## src/d2d_lane.sv

```systemverilog
// shared constants for the die-to-die slice, plus one wire's serdes lane
// assumes one core clock; each cycle carries a rise bit and a fall bit
//
// Behaviour
// - slice works in one direction only
// - sender drives complementary forwarded clock pair
// - optional parity and auxiliary wires, both or none
// - slice runs in at least one rate mode
// - mode fixes slice, wire and clock rates
// - wires carry bits on both clock edges
// - faster slices also offer 64g mode
// - logic clock is fast clock over two-power
// - logic side moves two bits per wire per cycle
// - parity and aux bits pass untouched
// - logic word is 16 times N bits
// - hold reset while low, then self-align

package d2d_pkg;
  // ==========================================================
  // sizes and clock
  localparam int CLK_MHZ     = 50;
  localparam int DATA_WIRES  = 16;
  localparam int EXTRA_WIRES = 2;
  localparam int DEF_RATIO   = 8;
  localparam int ALIGN_WORDS = 8;

  // ==========================================================
  // rate modes
  localparam logic [2:0] MODE_32G   = 3'h0;
  localparam logic [2:0] MODE_64G   = 3'h1;
  localparam logic [2:0] MODE_128G  = 3'h2;
  localparam logic [2:0] MODE_256G  = 3'h3;
  localparam logic [2:0] MODE_384G  = 3'h4;
  localparam logic [2:0] MODE_512G  = 3'h5;
  localparam logic [2:0] MODE_COUNT = 3'h6;
  localparam logic [2:0] MODE_RESET = MODE_64G;

  typedef enum logic [1:0] {
    ST_ALIGN = 2'b00,
    ST_START = 2'b01,
    ST_RUN   = 2'b10
  } d2d_state_t;

  // slice rate in Gbps per mode
  function automatic logic [9:0] d2d_slice_gbps(input logic [2:0] m);
    case (m)
      MODE_32G:  d2d_slice_gbps = 10'h020;
      MODE_64G:  d2d_slice_gbps = 10'h040;
      MODE_128G: d2d_slice_gbps = 10'h080;
      MODE_256G: d2d_slice_gbps = 10'h100;
      MODE_384G: d2d_slice_gbps = 10'h180;
      MODE_512G: d2d_slice_gbps = 10'h200;
      default:   d2d_slice_gbps = 10'h040;
    endcase
  endfunction : d2d_slice_gbps

  // fast send clock in GHz; wire bit rate is twice this
  function automatic logic [4:0] d2d_clock_ghz(input logic [2:0] m);
    case (m)
      MODE_32G:  d2d_clock_ghz = 5'h01;
      MODE_64G:  d2d_clock_ghz = 5'h02;
      MODE_128G: d2d_clock_ghz = 5'h04;
      MODE_256G: d2d_clock_ghz = 5'h08;
      MODE_384G: d2d_clock_ghz = 5'h0c;
      MODE_512G: d2d_clock_ghz = 5'h10;
      default:   d2d_clock_ghz = 5'h02;
    endcase
  endfunction : d2d_clock_ghz
endpackage : d2d_pkg

`timescale 1ns/1ns
module d2d_lane
  import d2d_pkg::*;
#(
  parameter int RATIO = DEF_RATIO
) (
  input  wire logic             core_clk,
  input  wire logic             laneRst,
  input  wire logic             sendMode,
  input  wire logic             loadWord,
  input  wire logic [RATIO-1:0] parIn,
  input  wire logic             riseIn,
  input  wire logic             fallIn,
  output logic                  riseOut,
  output logic                  fallOut,
  output logic [RATIO-1:0]      shiftView
);
  logic [RATIO-1:0] shift_q;

  // ==========================================================
  // shift two bits per cycle
  always_ff @(posedge core_clk)
  begin
    if (laneRst)
      shift_q <= '0;
    else if (sendMode)
    begin
      if (loadWord)
        shift_q <= parIn;
      else
        shift_q <= {2'b00, shift_q[RATIO-1:2]};
    end
    else
      shift_q <= {fallIn, riseIn, shift_q[RATIO-1:2]};
  end

  assign riseOut   = sendMode & shift_q[0];
  assign fallOut   = sendMode & shift_q[1];
  assign shiftView = shift_q;
endmodule : d2d_lane

```

## src/d2d_phy_slice.sv

```systemverilog
// one unidirectional die-to-die slice: serdes lanes, alignment, mode strap
// assumes link layer and wires are synchronous to core_clk

`timescale 1ns/1ns
module d2d_phy_slice
  import d2d_pkg::*;
#(
  parameter int         RATIO     = DEF_RATIO,
  parameter bit         SEND      = 1'b1,
  parameter bit         HAS_EXTRA = 1'b1
) (
  input  wire logic                  core_clk,
  input  wire logic                  sys_rst,
  input  wire logic                  phyResetLow,
  input  wire logic [2:0]            rateModeStrap,
  input  wire logic [16*RATIO-1:0]   sendWord,
  input  wire logic [RATIO-1:0]      sendParity,
  input  wire logic [RATIO-1:0]      sendAux,
  output logic                       sendReady,
  output logic [DATA_WIRES+1:0]      wireRiseOut,
  output logic [DATA_WIRES+1:0]      wireFallOut,
  output logic                       fwdClkP,
  output logic                       fwdClkN,
  input  wire logic [DATA_WIRES+1:0] wireRiseIn,
  input  wire logic [DATA_WIRES+1:0] wireFallIn,
  output logic [16*RATIO-1:0]        recvWord,
  output logic [RATIO-1:0]           recvParity,
  output logic [RATIO-1:0]           recvAux,
  output logic                       recvValid,
  output logic                       wordStrobe,
  output logic                       phyReady,
  output logic [9:0]                 sliceGbps,
  output logic [4:0]                 clockGhz
);
  localparam int HALF  = RATIO / 2;
  localparam int PH_W  = $clog2(HALF);
  localparam int WIRES = DATA_WIRES + (HAS_EXTRA ? EXTRA_WIRES : 0);
  localparam int AL_W  = $clog2(ALIGN_WORDS);
  localparam logic [RATIO-1:0] MARKER = {{(RATIO-1){1'b0}}, 1'b1};
  localparam logic [RATIO-1:0] START  = {RATIO{1'b1}};

  logic                     rstAll;
  logic [PH_W-1:0]          phase_q;
  logic                     phaseLast;
  logic                     markerHit;
  d2d_state_t               state_q;
  logic [AL_W-1:0]          alignCnt_q;
  logic [2:0]               mode_q;
  logic                     fwdClk_q;
  logic [9:0]               gbps_q;
  logic [4:0]               ghz_q;
  logic [18*RATIO-1:0]      userFlat;
  logic [18*RATIO-1:0]      viewFlat;
  logic [16*RATIO-1:0]      recvWord_q;
  logic [RATIO-1:0]         recvParity_q;
  logic [RATIO-1:0]         recvAux_q;
  logic                     recvValid_q;
  logic [PH_W:0]            gap_q;
  logic [DATA_WIRES+1:0]    riseAll;
  logic [DATA_WIRES+1:0]    fallAll;

  // ==========================================================
  // reset and word timing
  // either reset holds phase, alignment, lanes and capture; the rate outputs reset on sys_rst only
  assign rstAll    = sys_rst | ~phyResetLow;
  assign phaseLast = (phase_q == PH_W'(HALF - 1));
  assign markerHit = (viewFlat[RATIO-1:0] == MARKER);
  // word strobe is clock over HALF; a receiver still in alignment strobes on a marker hit instead
  assign wordStrobe = (SEND || state_q != ST_ALIGN) ? phaseLast
                                                     : markerHit;

  always_ff @(posedge core_clk)
  begin
    if (rstAll)
      phase_q <= '0;
    else if (wordStrobe)
      phase_q <= '0;
    else
      phase_q <= phase_q + PH_W'(1);
  end

  // ==========================================================
  // alignment sequence
  // self-align after reset release
  always_ff @(posedge core_clk)
  begin
    if (rstAll)
    begin
      state_q    <= ST_ALIGN;
      alignCnt_q <= '0;
    end
    else if (wordStrobe)
    begin
      case (state_q)
        ST_ALIGN:
        begin
          alignCnt_q <= alignCnt_q + AL_W'(1);
          if (!SEND || alignCnt_q == AL_W'(ALIGN_WORDS - 1))
            state_q <= ST_START;
        end
        ST_START:
        begin
          if (SEND || viewFlat[RATIO-1:0] == START)
            state_q <= ST_RUN;
        end
        ST_RUN:   state_q <= ST_RUN;
        default:  state_q <= ST_ALIGN;
      endcase
    end
  end

  assign phyReady  = (state_q == ST_RUN);
  assign sendReady = SEND && phyReady && wordStrobe;

  // ==========================================================
  // rate mode, caught while reset is held
  // always one defined mode
  // bad strap falls back to 64g
  always_ff @(posedge core_clk)
  begin
    if (rstAll)
      mode_q <= (rateModeStrap < MODE_COUNT) ? rateModeStrap : MODE_RESET;
  end

  always_ff @(posedge core_clk)
  begin
    if (sys_rst)
    begin
      gbps_q <= d2d_slice_gbps(MODE_RESET);
      ghz_q  <= d2d_clock_ghz(MODE_RESET);
    end
    else
    begin
      gbps_q <= d2d_slice_gbps(mode_q);
      ghz_q  <= d2d_clock_ghz(mode_q);
    end
  end
  assign sliceGbps = gbps_q;
  assign clockGhz  = ghz_q;

  // ==========================================================
  // forwarded clock
  // complementary pair, sender only
  always_ff @(posedge core_clk)
  begin
    if (rstAll)
      fwdClk_q <= 1'b0;
    else
      fwdClk_q <= ~fwdClk_q;
  end
  assign fwdClkP = SEND & fwdClk_q;
  assign fwdClkN = SEND & ~fwdClk_q;

  // ==========================================================
  // lanes
  // 16 groups of RATIO, extras after
  assign userFlat = {sendAux, sendParity, sendWord};

  genvar gi;
  generate
    for (gi = 0; gi < DATA_WIRES + EXTRA_WIRES; gi++)
    begin : g_lane
      if (gi < WIRES)
      begin : g_used
        logic [RATIO-1:0] laneIn;
        assign laneIn = (state_q == ST_ALIGN) ? MARKER :
                        (state_q == ST_START) ? START  :
                        userFlat[gi*RATIO +: RATIO];
        d2d_lane #(.RATIO(RATIO)) u_lane (
          .core_clk  (core_clk),
          .laneRst   (rstAll),
          .sendMode  (SEND),
          .loadWord  (wordStrobe),
          .parIn     (laneIn),
          .riseIn    (wireRiseIn[gi]),
          .fallIn    (wireFallIn[gi]),
          .riseOut   (riseAll[gi]),
          .fallOut   (fallAll[gi]),
          .shiftView (viewFlat[gi*RATIO +: RATIO])
        );
      end
      else
      begin : g_none
        assign riseAll[gi] = 1'b0;
        assign fallAll[gi] = 1'b0;
        assign viewFlat[gi*RATIO +: RATIO] = '0;
      end
    end
  endgenerate

  assign wireRiseOut = SEND ? riseAll : '0;
  assign wireFallOut = SEND ? fallAll : '0;

  // ==========================================================
  // receive capture
  // receiver path silent when sending
  always_ff @(posedge core_clk)
  begin
    if (rstAll)
    begin
      recvWord_q   <= '0;
      recvParity_q <= '0;
      recvAux_q    <= '0;
      recvValid_q  <= 1'b0;
    end
    else
    begin
      recvValid_q <= !SEND && phyReady && wordStrobe;
      if (!SEND && phyReady && wordStrobe)
      begin
        recvWord_q   <= viewFlat[16*RATIO-1:0];
        recvParity_q <= viewFlat[16*RATIO +: RATIO];
        recvAux_q    <= viewFlat[17*RATIO +: RATIO];
      end
    end
  end
  assign recvWord   = recvWord_q;
  assign recvParity = recvParity_q;
  assign recvAux    = recvAux_q;
  assign recvValid  = recvValid_q;

  // ==========================================================
  // checks
  always_ff @(posedge core_clk)
  begin
    if (rstAll || wordStrobe)
      gap_q <= '0;
    else
      gap_q <= gap_q + (PH_W+1)'(1);
  end

  chk_clock_pair: assert property (
    @(posedge core_clk) disable iff (sys_rst)
    SEND |-> (fwdClkP != fwdClkN))
    else $error("forwarded clock pair not complementary");

  chk_clock_toggle: assert property (
    @(posedge core_clk) disable iff (sys_rst)
    (SEND && phyResetLow) ##1 phyResetLow |-> fwdClkP != $past(fwdClkP))
    else $error("forwarded clock stopped");

  chk_reset_hold: assert property (
    @(posedge core_clk) disable iff (sys_rst)
    !phyResetLow |=> !phyReady && !recvValid && wireRiseOut == '0)
    else $error("slice active during phy reset");

  chk_word_period: assert property (
    @(posedge core_clk) disable iff (sys_rst)
    (wordStrobe && state_q != ST_ALIGN) |-> gap_q == (PH_W+1)'(HALF - 1))
    else $error("word strobe period wrong");

  chk_lsb_first: assert property (
    @(posedge core_clk) disable iff (sys_rst)
    sendReady && phyResetLow ##1 phyResetLow |->
      wireRiseOut[0] == $past(sendWord[0]) &&
      wireFallOut[0] == $past(sendWord[1]))
    else $error("first wire bits are not lowest");

  chk_one_way: assert property (
    @(posedge core_clk) disable iff (sys_rst)
    SEND ? (!recvValid && recvWord == '0) : (wireRiseOut == '0))
    else $error("slice drives both directions");

  chk_mode_legal: assert property (
    @(posedge core_clk) disable iff (sys_rst)
    (rstAll && rateModeStrap >= MODE_COUNT) |=> mode_q == MODE_64G)
    else $error("bad rate strap did not fall back");

  chk_extra_pass: assert property (
    @(posedge core_clk) disable iff (sys_rst)
    HAS_EXTRA && sendReady && phyResetLow ##1 phyResetLow |->
      wireRiseOut[16] == $past(sendParity[0]) &&
      wireFallOut[17] == $past(sendAux[1]))
    else $error("extra bits altered");

  cov_ready: cover property (
    @(posedge core_clk) disable iff (sys_rst) $rose(phyReady));
  cov_send_word: cover property (
    @(posedge core_clk) disable iff (sys_rst) sendReady ##HALF sendReady);
  cov_recv_word: cover property (
    @(posedge core_clk) disable iff (sys_rst) recvValid);
  cov_realign: cover property (
    @(posedge core_clk) disable iff (sys_rst) phyReady ##1 !phyResetLow);
endmodule : d2d_phy_slice

```

## config.mk

```make
export PLATFORM = sky130hd
export DESIGN_NAME = d2d_phy_slice
export DESIGN_NICKNAME = d
export VERILOG_FILES = /design/src/d2d_lane.sv /design/src/d2d_phy_slice.sv
export SDC_FILE = /design/constraint.sdc
export NUM_CORES = 1
export LEC_CHECK = 0
export BUFFER_PORTS_ARGS = -buffer_cell sky130_fd_sc_hd__buf_2
export CELL_PAD_IN_SITES_DETAIL_PLACEMENT = 0
export CELL_PAD_IN_SITES_GLOBAL_PLACEMENT = 1
export CORE_MARGIN = 2
export CORE_UTILIZATION = 32
export CTS_BUF_LIST = sky130_fd_sc_hd__clkbuf_16
export DETAILED_ROUTE_END_ITERATION = 8
export PLACE_DENSITY = 0.77
export SYNTH_ARGS = -nofsm -noshare
export SYNTH_HDL_FRONTEND = slang
export SYNTH_SLANG_ARGS = --single-unit
```

## constraint.sdc

```tcl
create_clock -name core_clk -period 2.2 [get_ports core_clk]
set_clock_uncertainty 0.1 [all_clocks]
set_input_delay 0.33 -clock core_clk [delete_from_list [all_inputs] [get_ports core_clk]]
set_output_delay 0.33 -clock core_clk [all_outputs]
set_load 0.05 [all_outputs]
```

==> flow_metrics.tcl, run 1 <==
set metrics [dict create \
    status "finished, final reports clean" \
    cts_tree "yes" \
    row_count 55 \
    numPortBuffers 200 \
    gp_congestion 0.7281 \
    syn_area_per_cell_um2 8.810 \
    final.period_utilization_pct 94.93 \
    cts.sinks 160 \
    grt_pass1_wl_um 26440 \
    grt_overflow 0 \
    synth_cell_types 39 \
    crit_type "flop to output pin" \
    yosysSeqAreaShare_pct 44.54 \
    vias 5502 \
    netlist_instances 824 \
    fin_crit_ns 2.088 \
    fin_nets 1171 \
    clk_pin_slew_ns 0.07 \
    place_hpwl_um 11180 \
    wl_um 17620 \
    synthTopCellsByArea "dfxtp_1 43%, buf_4 20%, a31oi_1 7.8%" \
    setup_violations 0 \
    fin_tns_setup_ns 0 \
    crit_fanout 5 \
    drive_gt1_share_pct 26.31 \
    synth_flop_cell "dfxtp_1" \
    tightest_slew_ns 0.7925 \
    fin_area_um2 8527 \
    clockBufferDepth 2 \
    synth_edf_count 3 \
    yosysTopAreaCell "dfxtp_1" \
    crit_family "flip-flops" \
    routedWlPerCell_um 13.79 \
    max_clock_freq_ghz 0.4788 \
    worstSkewPairLatency_ns 0.42 \
    hold_path_class "primary input to flop" \
    hold_viol 0 \
    die-area_um2 23910 \
    die_h_um 154.6 \
    max-slew-margin-rel_pct 47.17 \
    post-cts-setup-buffers 0 \
    cpPeakStageDelay_ns 0.48 \
    grt_max_degree 113 \
    synth-seq-cells 160 \
    start_util_pct 32.36 \
    track_usage_pct 14.19 \
    path_cells "inv_1 > ha_1 > and2_1 > buf_2" \
    startpoint "state_q[0]" \
    synthArstFlopShare_pct 0 \
    ios 387 \
    drt_pre_antenna_iters 5 \
    netlist.area_leader.share_pct 43.30 \
    antenna_left 0 \
    yosysWarningCount 0 \
    r2r-start "state_q[0]" \
    drtIter0Drc 241 \
    n_fill_cell 2340 \
    endpoint_kind "output pin" \
    power_density_nw_per_um2 813.7 \
    path_buf_inv 2 \
    hold_start "sendWord[31]" \
    placed_cell_area_um2 7576 \
    crit_required_ns 1.77 \
    antenna_found_initial 1 \
    root_buffer "clkbuf_16" \
    numCtsBuffers 17 \
    synthToLayoutAreaGrowth_pct 17.46 \
    drc 0 \
    core_um2 22430 \
    leakagePower_nw 3.710 \
    grt_setup_unrepaired "no" \
    finalMaxSlewViolations 0 \
    slowest_stage "dfxtp_1" \
    startpoint_type "flop" \
    maxCapViolCount 0 \
    htree_levels 4 \
    ir_drop_mv 0.4286 \
    synth_area_um2 7259 \
    grt_pass1_vias 4919 \
    routed_via_density 4.305 \
    cp.arrival_ns 1.66 \
    dieWidth_um 154.6 \
]
-- per-stage QoR --
stage	std cells	power, mW	utilization, %	setup slack (ns)	hold WS (ns)
after floorplan	973	3.912	-	0.04706	0.2991
after global placement	1211	3.857	33.77	0.3938	0.3251
after detailed placement	1211	3.857	33.77	0.3535	0.3338
after CTS	1277	7.030	38.00	0.07256	0.005482
after global routing	1277	7.208	38.00	0.04480	0.005793
final	1278	6.939	38.01	0.1116	0.02311
-- path summary, 6_finish.rpt --
path,endpoint,cells past startpoint,slack (ns)
hold / removal,g_lane[3].g_used.u_lane.shiftView[7],2,0.02
hold reg to reg,fwdClkP,1,0.35
setup reg to reg,g_lane[7].g_used.u_lane.shiftView[0],6,0.35
setup / recovery,sendReady,4,0.11
-- kinds of logic (layout without fill, tap and decap cells) --
family                     Yosys count  in the layout  share of synthesized area (%)
other                                1            151                        0.05166
buffers and inverters              260            279                          24.65
xor gates and xnor gates             2              2                         0.2413
AOI/OAI and AO/OA                  261            261                          21.65
and+or+nand+nor                    134            134                          7.842
adders and majority gates            6              6                          1.034
DFF                                160            160                          44.54
-- area by class of cell --
class | instances | area [um^2] | area share (%)
inverters | 4 | 15.01 | 0.1761
flip-flops and latches | 160 | 3237 | 37.96
multi-input cells | 553 | 2824 | 33.12
diodes | 1 | 2.502 | 0.02935
clock buffers | 17 | 425.4 | 4.989
clock inverters | 15 | 182.7 | 2.142
well taps | 285 | 356.6 | 4.182
repair buffers | 243 | 1484 | 17.40
-- cells in the mapped netlist, types with 2 or more instances --
cell        n
a21oi_2    10
edfxtp_1    3
nor3_1      2
a31oi_1    90
nand2_1   114
buf_2      17
ha_1        6
o21a_1     36
inv_2       2
o21ai_0   108
nor2_1      4
clkbuf_1   28
buf_4     193
a21oi_1    12
buf_6       6
dfxtp_1   157
buf_1       2
nand3_1     2
nor3b_1     2
clkbuf_2    9
inv_1       2
nor2b_1     2
-- sequential cells by signal, indices dropped and copies added (netlist names) --
name	count
alignCnt_q	3
fwdClkP	1
g_lane.g_used.u_lane.shiftView	144
mode_q	3
phase_q	2
sliceGbps	5
state_q	2
-- power breakdown --
group	internal [mW]	switching (mW)	leakage [nW]
Combinational	0.170	0.734	2.11
Clock	1.80	1.29	0.300
Sequential	2.93	0.0152	1.30
Total	4.90	2.04	3.71
-- placed cells by master, fill, tap and decap left out, drive strengths merged, types with 9 or more instances in the layout --
cell type    instances
conb               150
o21ai              108
buf                209
clkbuf              17
a21oi               23
dlygate4sd3         34
inv                  9
nand2              114
o21a                36
a31oi               90
dfxtp              157
-- timing repair --
action,CTS,global route
hold endpoints to repair,34,0
hold buffers,34,0
gates resized for setup,0,0
-- per-layer routing --
layer / GRT usage, % / wire length, um
met1: 18.75 / 8064
met2: 22.43 / 8352
met3: 3.166 / 893
met4: 5.908 / 300
met5: 0 / 11
Note: power is estimated with default switching activity, not from simulation.
==> run 2, diff against run 1 <==
==> config.mk (replaced) <==
export PLATFORM = sky130hd
export DESIGN_NAME = d2d_phy_slice
export DESIGN_NICKNAME = d
export VERILOG_FILES = /design/src/d2d_lane.sv /design/src/d2d_phy_slice.sv
export SDC_FILE = /design/constraint.sdc
export NUM_CORES = 1
export LEC_CHECK = 0
export BUFFER_PORTS_ARGS = -buffer_cell sky130_fd_sc_hd__buf_2
export CELL_PAD_IN_SITES_DETAIL_PLACEMENT = 2
export CELL_PAD_IN_SITES_GLOBAL_PLACEMENT = 2
export CORE_MARGIN = 2
export CORE_UTILIZATION = 27
export CTS_BUF_LIST = sky130_fd_sc_hd__clkbuf_16
export DETAILED_ROUTE_END_ITERATION = 8
export PLACE_DENSITY = 0.78
export SYNTH_ARGS = -nofsm -noshare
export SYNTH_HDL_FRONTEND = slang
export SYNTH_HIERARCHICAL = 1
export SYNTH_SLANG_ARGS = --single-unit
==> flow_metrics.tcl, run 2 <==
set metrics [dict create \
    status "finished, final reports clean" \
    max_clock_freq_ghz 0.4806 \
    track_usage_pct 15.27 \
    grt_max_degree 95 \
    cp.arrival_ns 1.65 \
    synth_top_family_by_area "simple AND/OR/NAND/NOR gates" \
    seq_power_share_pct 40.1 \
    hold_buffers 0 \
    netlist_instances 1222 \
    synth_most_common_cell "nand2_1" \
    hold_path_class "primary input to flop" \
    cts.sinks 160 \
    ios 387 \
    maxCapViolCount 0 \
    netlist.area_leader.share_pct 32.71 \
    final_cell_mix "293 x nand2_1, 236 x buf_2, 168 x conb_1" \
    syn_area_per_cell_um2 7.862 \
    startpoint_type "flop" \
    crit_required_ns 1.77 \
    drt_pre_antenna_iters 4 \
    synthToLayoutAreaGrowth_pct 14.81 \
    r2r-start "state_q[0]" \
    placed_cell_area_um2 10380 \
    row_count 69 \
    synthTopCellsByCount "293 x nand2_1, 160 x buf_4, 157 x dfxtp_1, 150 x a21oi_1, 147 x nand3_1" \
    grt_pass1_vias 8869 \
    path_cells "inv_1 > ha_1 > and2_2 > buf_2" \
    numPortBuffers 236 \
    grt_overflow 0 \
    die_h_um 192.6 \
    hold_viol 0 \
    synthAdderAreaFrac_pct 0.6511 \
    largest_reg_flops 144 \
    fin_nets 1606 \
    crit_type "flop to output pin" \
    fin_area_um2 11030 \
    crit_family "flip-flops" \
    startpoint "state_q[0]" \
    tightest_slew_ns 0.5266 \
    reg2reg_slack_ns 0.41 \
    p_int_mw 5.267 \
    r2r_cells 7 \
    synth-seq-cells 160 \
    start_util_pct 27.21 \
    multiInputGateArea_um2 4996 \
    core_um2 35310 \
    synth_edf_count 3 \
    path_buf_inv 2 \
    yosysTopAreaCell "dfxtp_1" \
    finalMaxSlewViolations 0 \
    synth-xor-area-share_pct 0.1823 \
    wl_met3_um 1985 \
    clk_pin_slew_ns 0.07 \
    setup_violations 0 \
    final.period_utilization_pct 94.58 \
    clockBufferDepth 2 \
    antenna_left 0 \
    synthTopCellsByArea "dfxtp_1 33%, buf_4 13%, nand2_1 11%" \
    root_buffer "clkbuf_16" \
    fin_crit_ns 2.081 \
    top_layer "met5" \
    routed_via_density 4.411 \
    hold_start "rateModeStrap[0]" \
    wl_um 28600 \
    vias 8341 \
    synth_flop_cell "dfxtp_1" \
    r2r-end "g_lane[14].g_used.u_lane/shiftView[0]" \
    clkPwrFrac_pct 45.3 \
    htree_levels 4 \
    final-seq-area_um2 3237 \
    p_switching_mw 2.143 \
    min_delay_worst_endpoint "mode_q[0]" \
    synth-simple-area-share_pct 24.94 \
    cpPeakStageDelay_ns 0.48 \
    dieWidth_um 192.6 \
    cts_tree "yes" \
    met1_length_um 12370 \
    synthArstFlopShare_pct 0 \
    endpoint_kind "output pin" \
    yosysWarningCount 6 \
    hold_ws_ns 0.03635 \
    crit_fanout 4 \
    switching_share_pct 28.92 \
    place_hpwl_um 20060 \
    combPwrFrac_pct 14.6 \
    dr_wl_met2_um 13910 \
    antenna_found_initial 6 \
    n_fill_cell 4181 \
    leakagePower_nw 5.300 \
    synth_cell_types 31 \
    drc 0 \
    max-slew-margin-rel_pct 64.89 \
    cts-resized-gates 0 \
    slowest_stage "dfxtp_1" \
    synth.area.mux_share_pct 0 \
    synth_compound_area_share_pct 19.39 \
    cp.depth 4 \
    routedWlPerCell_um 15.12 \
    min_path_cells 2 \
    worstSkewPairLatency_ns 0.44 \
    grt_pass1_wl_um 45100 \
    numCtsBuffers 17 \
    ir_drop_mv 0.5160 \
    yosysSeqAreaShare_pct 33.65 \
    final_common_cell "nand2_1" \
    fin_tns_setup_ns 0 \
    die-area_um2 37110 \
    post-cts-setup-buffers 0 \
    drtIter0Drc 222 \
    gp_congestion 0.7587 \
    synth_area_um2 9608 \
    drive_gt1_share_pct 26.26 \
    power_density_nw_per_um2 671.8 \
    grt_setup_unrepaired "no" \
]
## run 2: cells by family (layout without fill, tap and decap cells)
logic type | Yosys count | count (layout)
xor gates and xnor gates | 2 | 2
AOI/OAI and AO/OA | 261 | 261
buffers and inverters | 262 | 302
and+or+nand+nor | 530 | 530
adders and majority gates | 5 | 5
DFF | 160 | 160
other | 2 | 170
## run 2: area by class of cell
class,count,area share [%]
clock buffers,17,3.857
diodes,2,0.04537
multi-input cells,966,45.29
inverters,3,0.1248
well taps,461,5.229
clock inverters,15,2.042
flip-flops and latches,160,29.34
repair buffers,267,14.07
## run 2: layer usage
metal,vias to the layer above,GRT usage (%)
li1,4074,-
met3,31,4.437
met5,-,0
met4,8,3.582
met1,3980,17.76
met2,248,27.42
## run 2: how the worst max path moves through the flow
stage,end,slack (ns)
6_report,sendReady,0.12
5_1_grt,sendReady,0.03
4_1_cts,sendReady,0.07
3_5_place_dp,g_lane[9].g_used.u_lane/shiftView[0],0.45
3_3_place_gp,g_lane[11].g_used.u_lane/shiftView[0],0.56
2_1_floorplan,sendReady,0.03
## run 2: power groups by stage
stage,registers [mW],clock network (mW),logic [mW]
after floorplan,3.05,0,1.08
after global routing,2.97,3.59,1.15
after detailed placement,3.03,0,1.05
final,2.97,3.36,1.08
after global placement,3.03,0,1.04
after CTS,2.97,3.48,1.05
## run 2: worst register-to-register path, delay by kind of cell (launching register included)
kind	cells	cell delay (ns)
DFF	1	0.48
adders and majority gates	1	0.31
AOI/OAI and AO/OA	2	0.24
and+or+nand+nor	2	0.19
buffers and inverters	2	0.35
## run 2: stage by stage
stage | total power, mW | util, % | std cells | setup WS, ns
detailed placement | 4.081 | 29.38 | 1857 | 0.4505
global route | 7.719 | 31.23 | 1890 | 0.02873
finish | 7.411 | 31.24 | 1891 | 0.1193
CTS | 7.500 | 31.23 | 1889 | 0.07319
global placement | 4.073 | 29.38 | 1857 | 0.5555
floorplan | 4.130 | - | 1388 | 0.02966
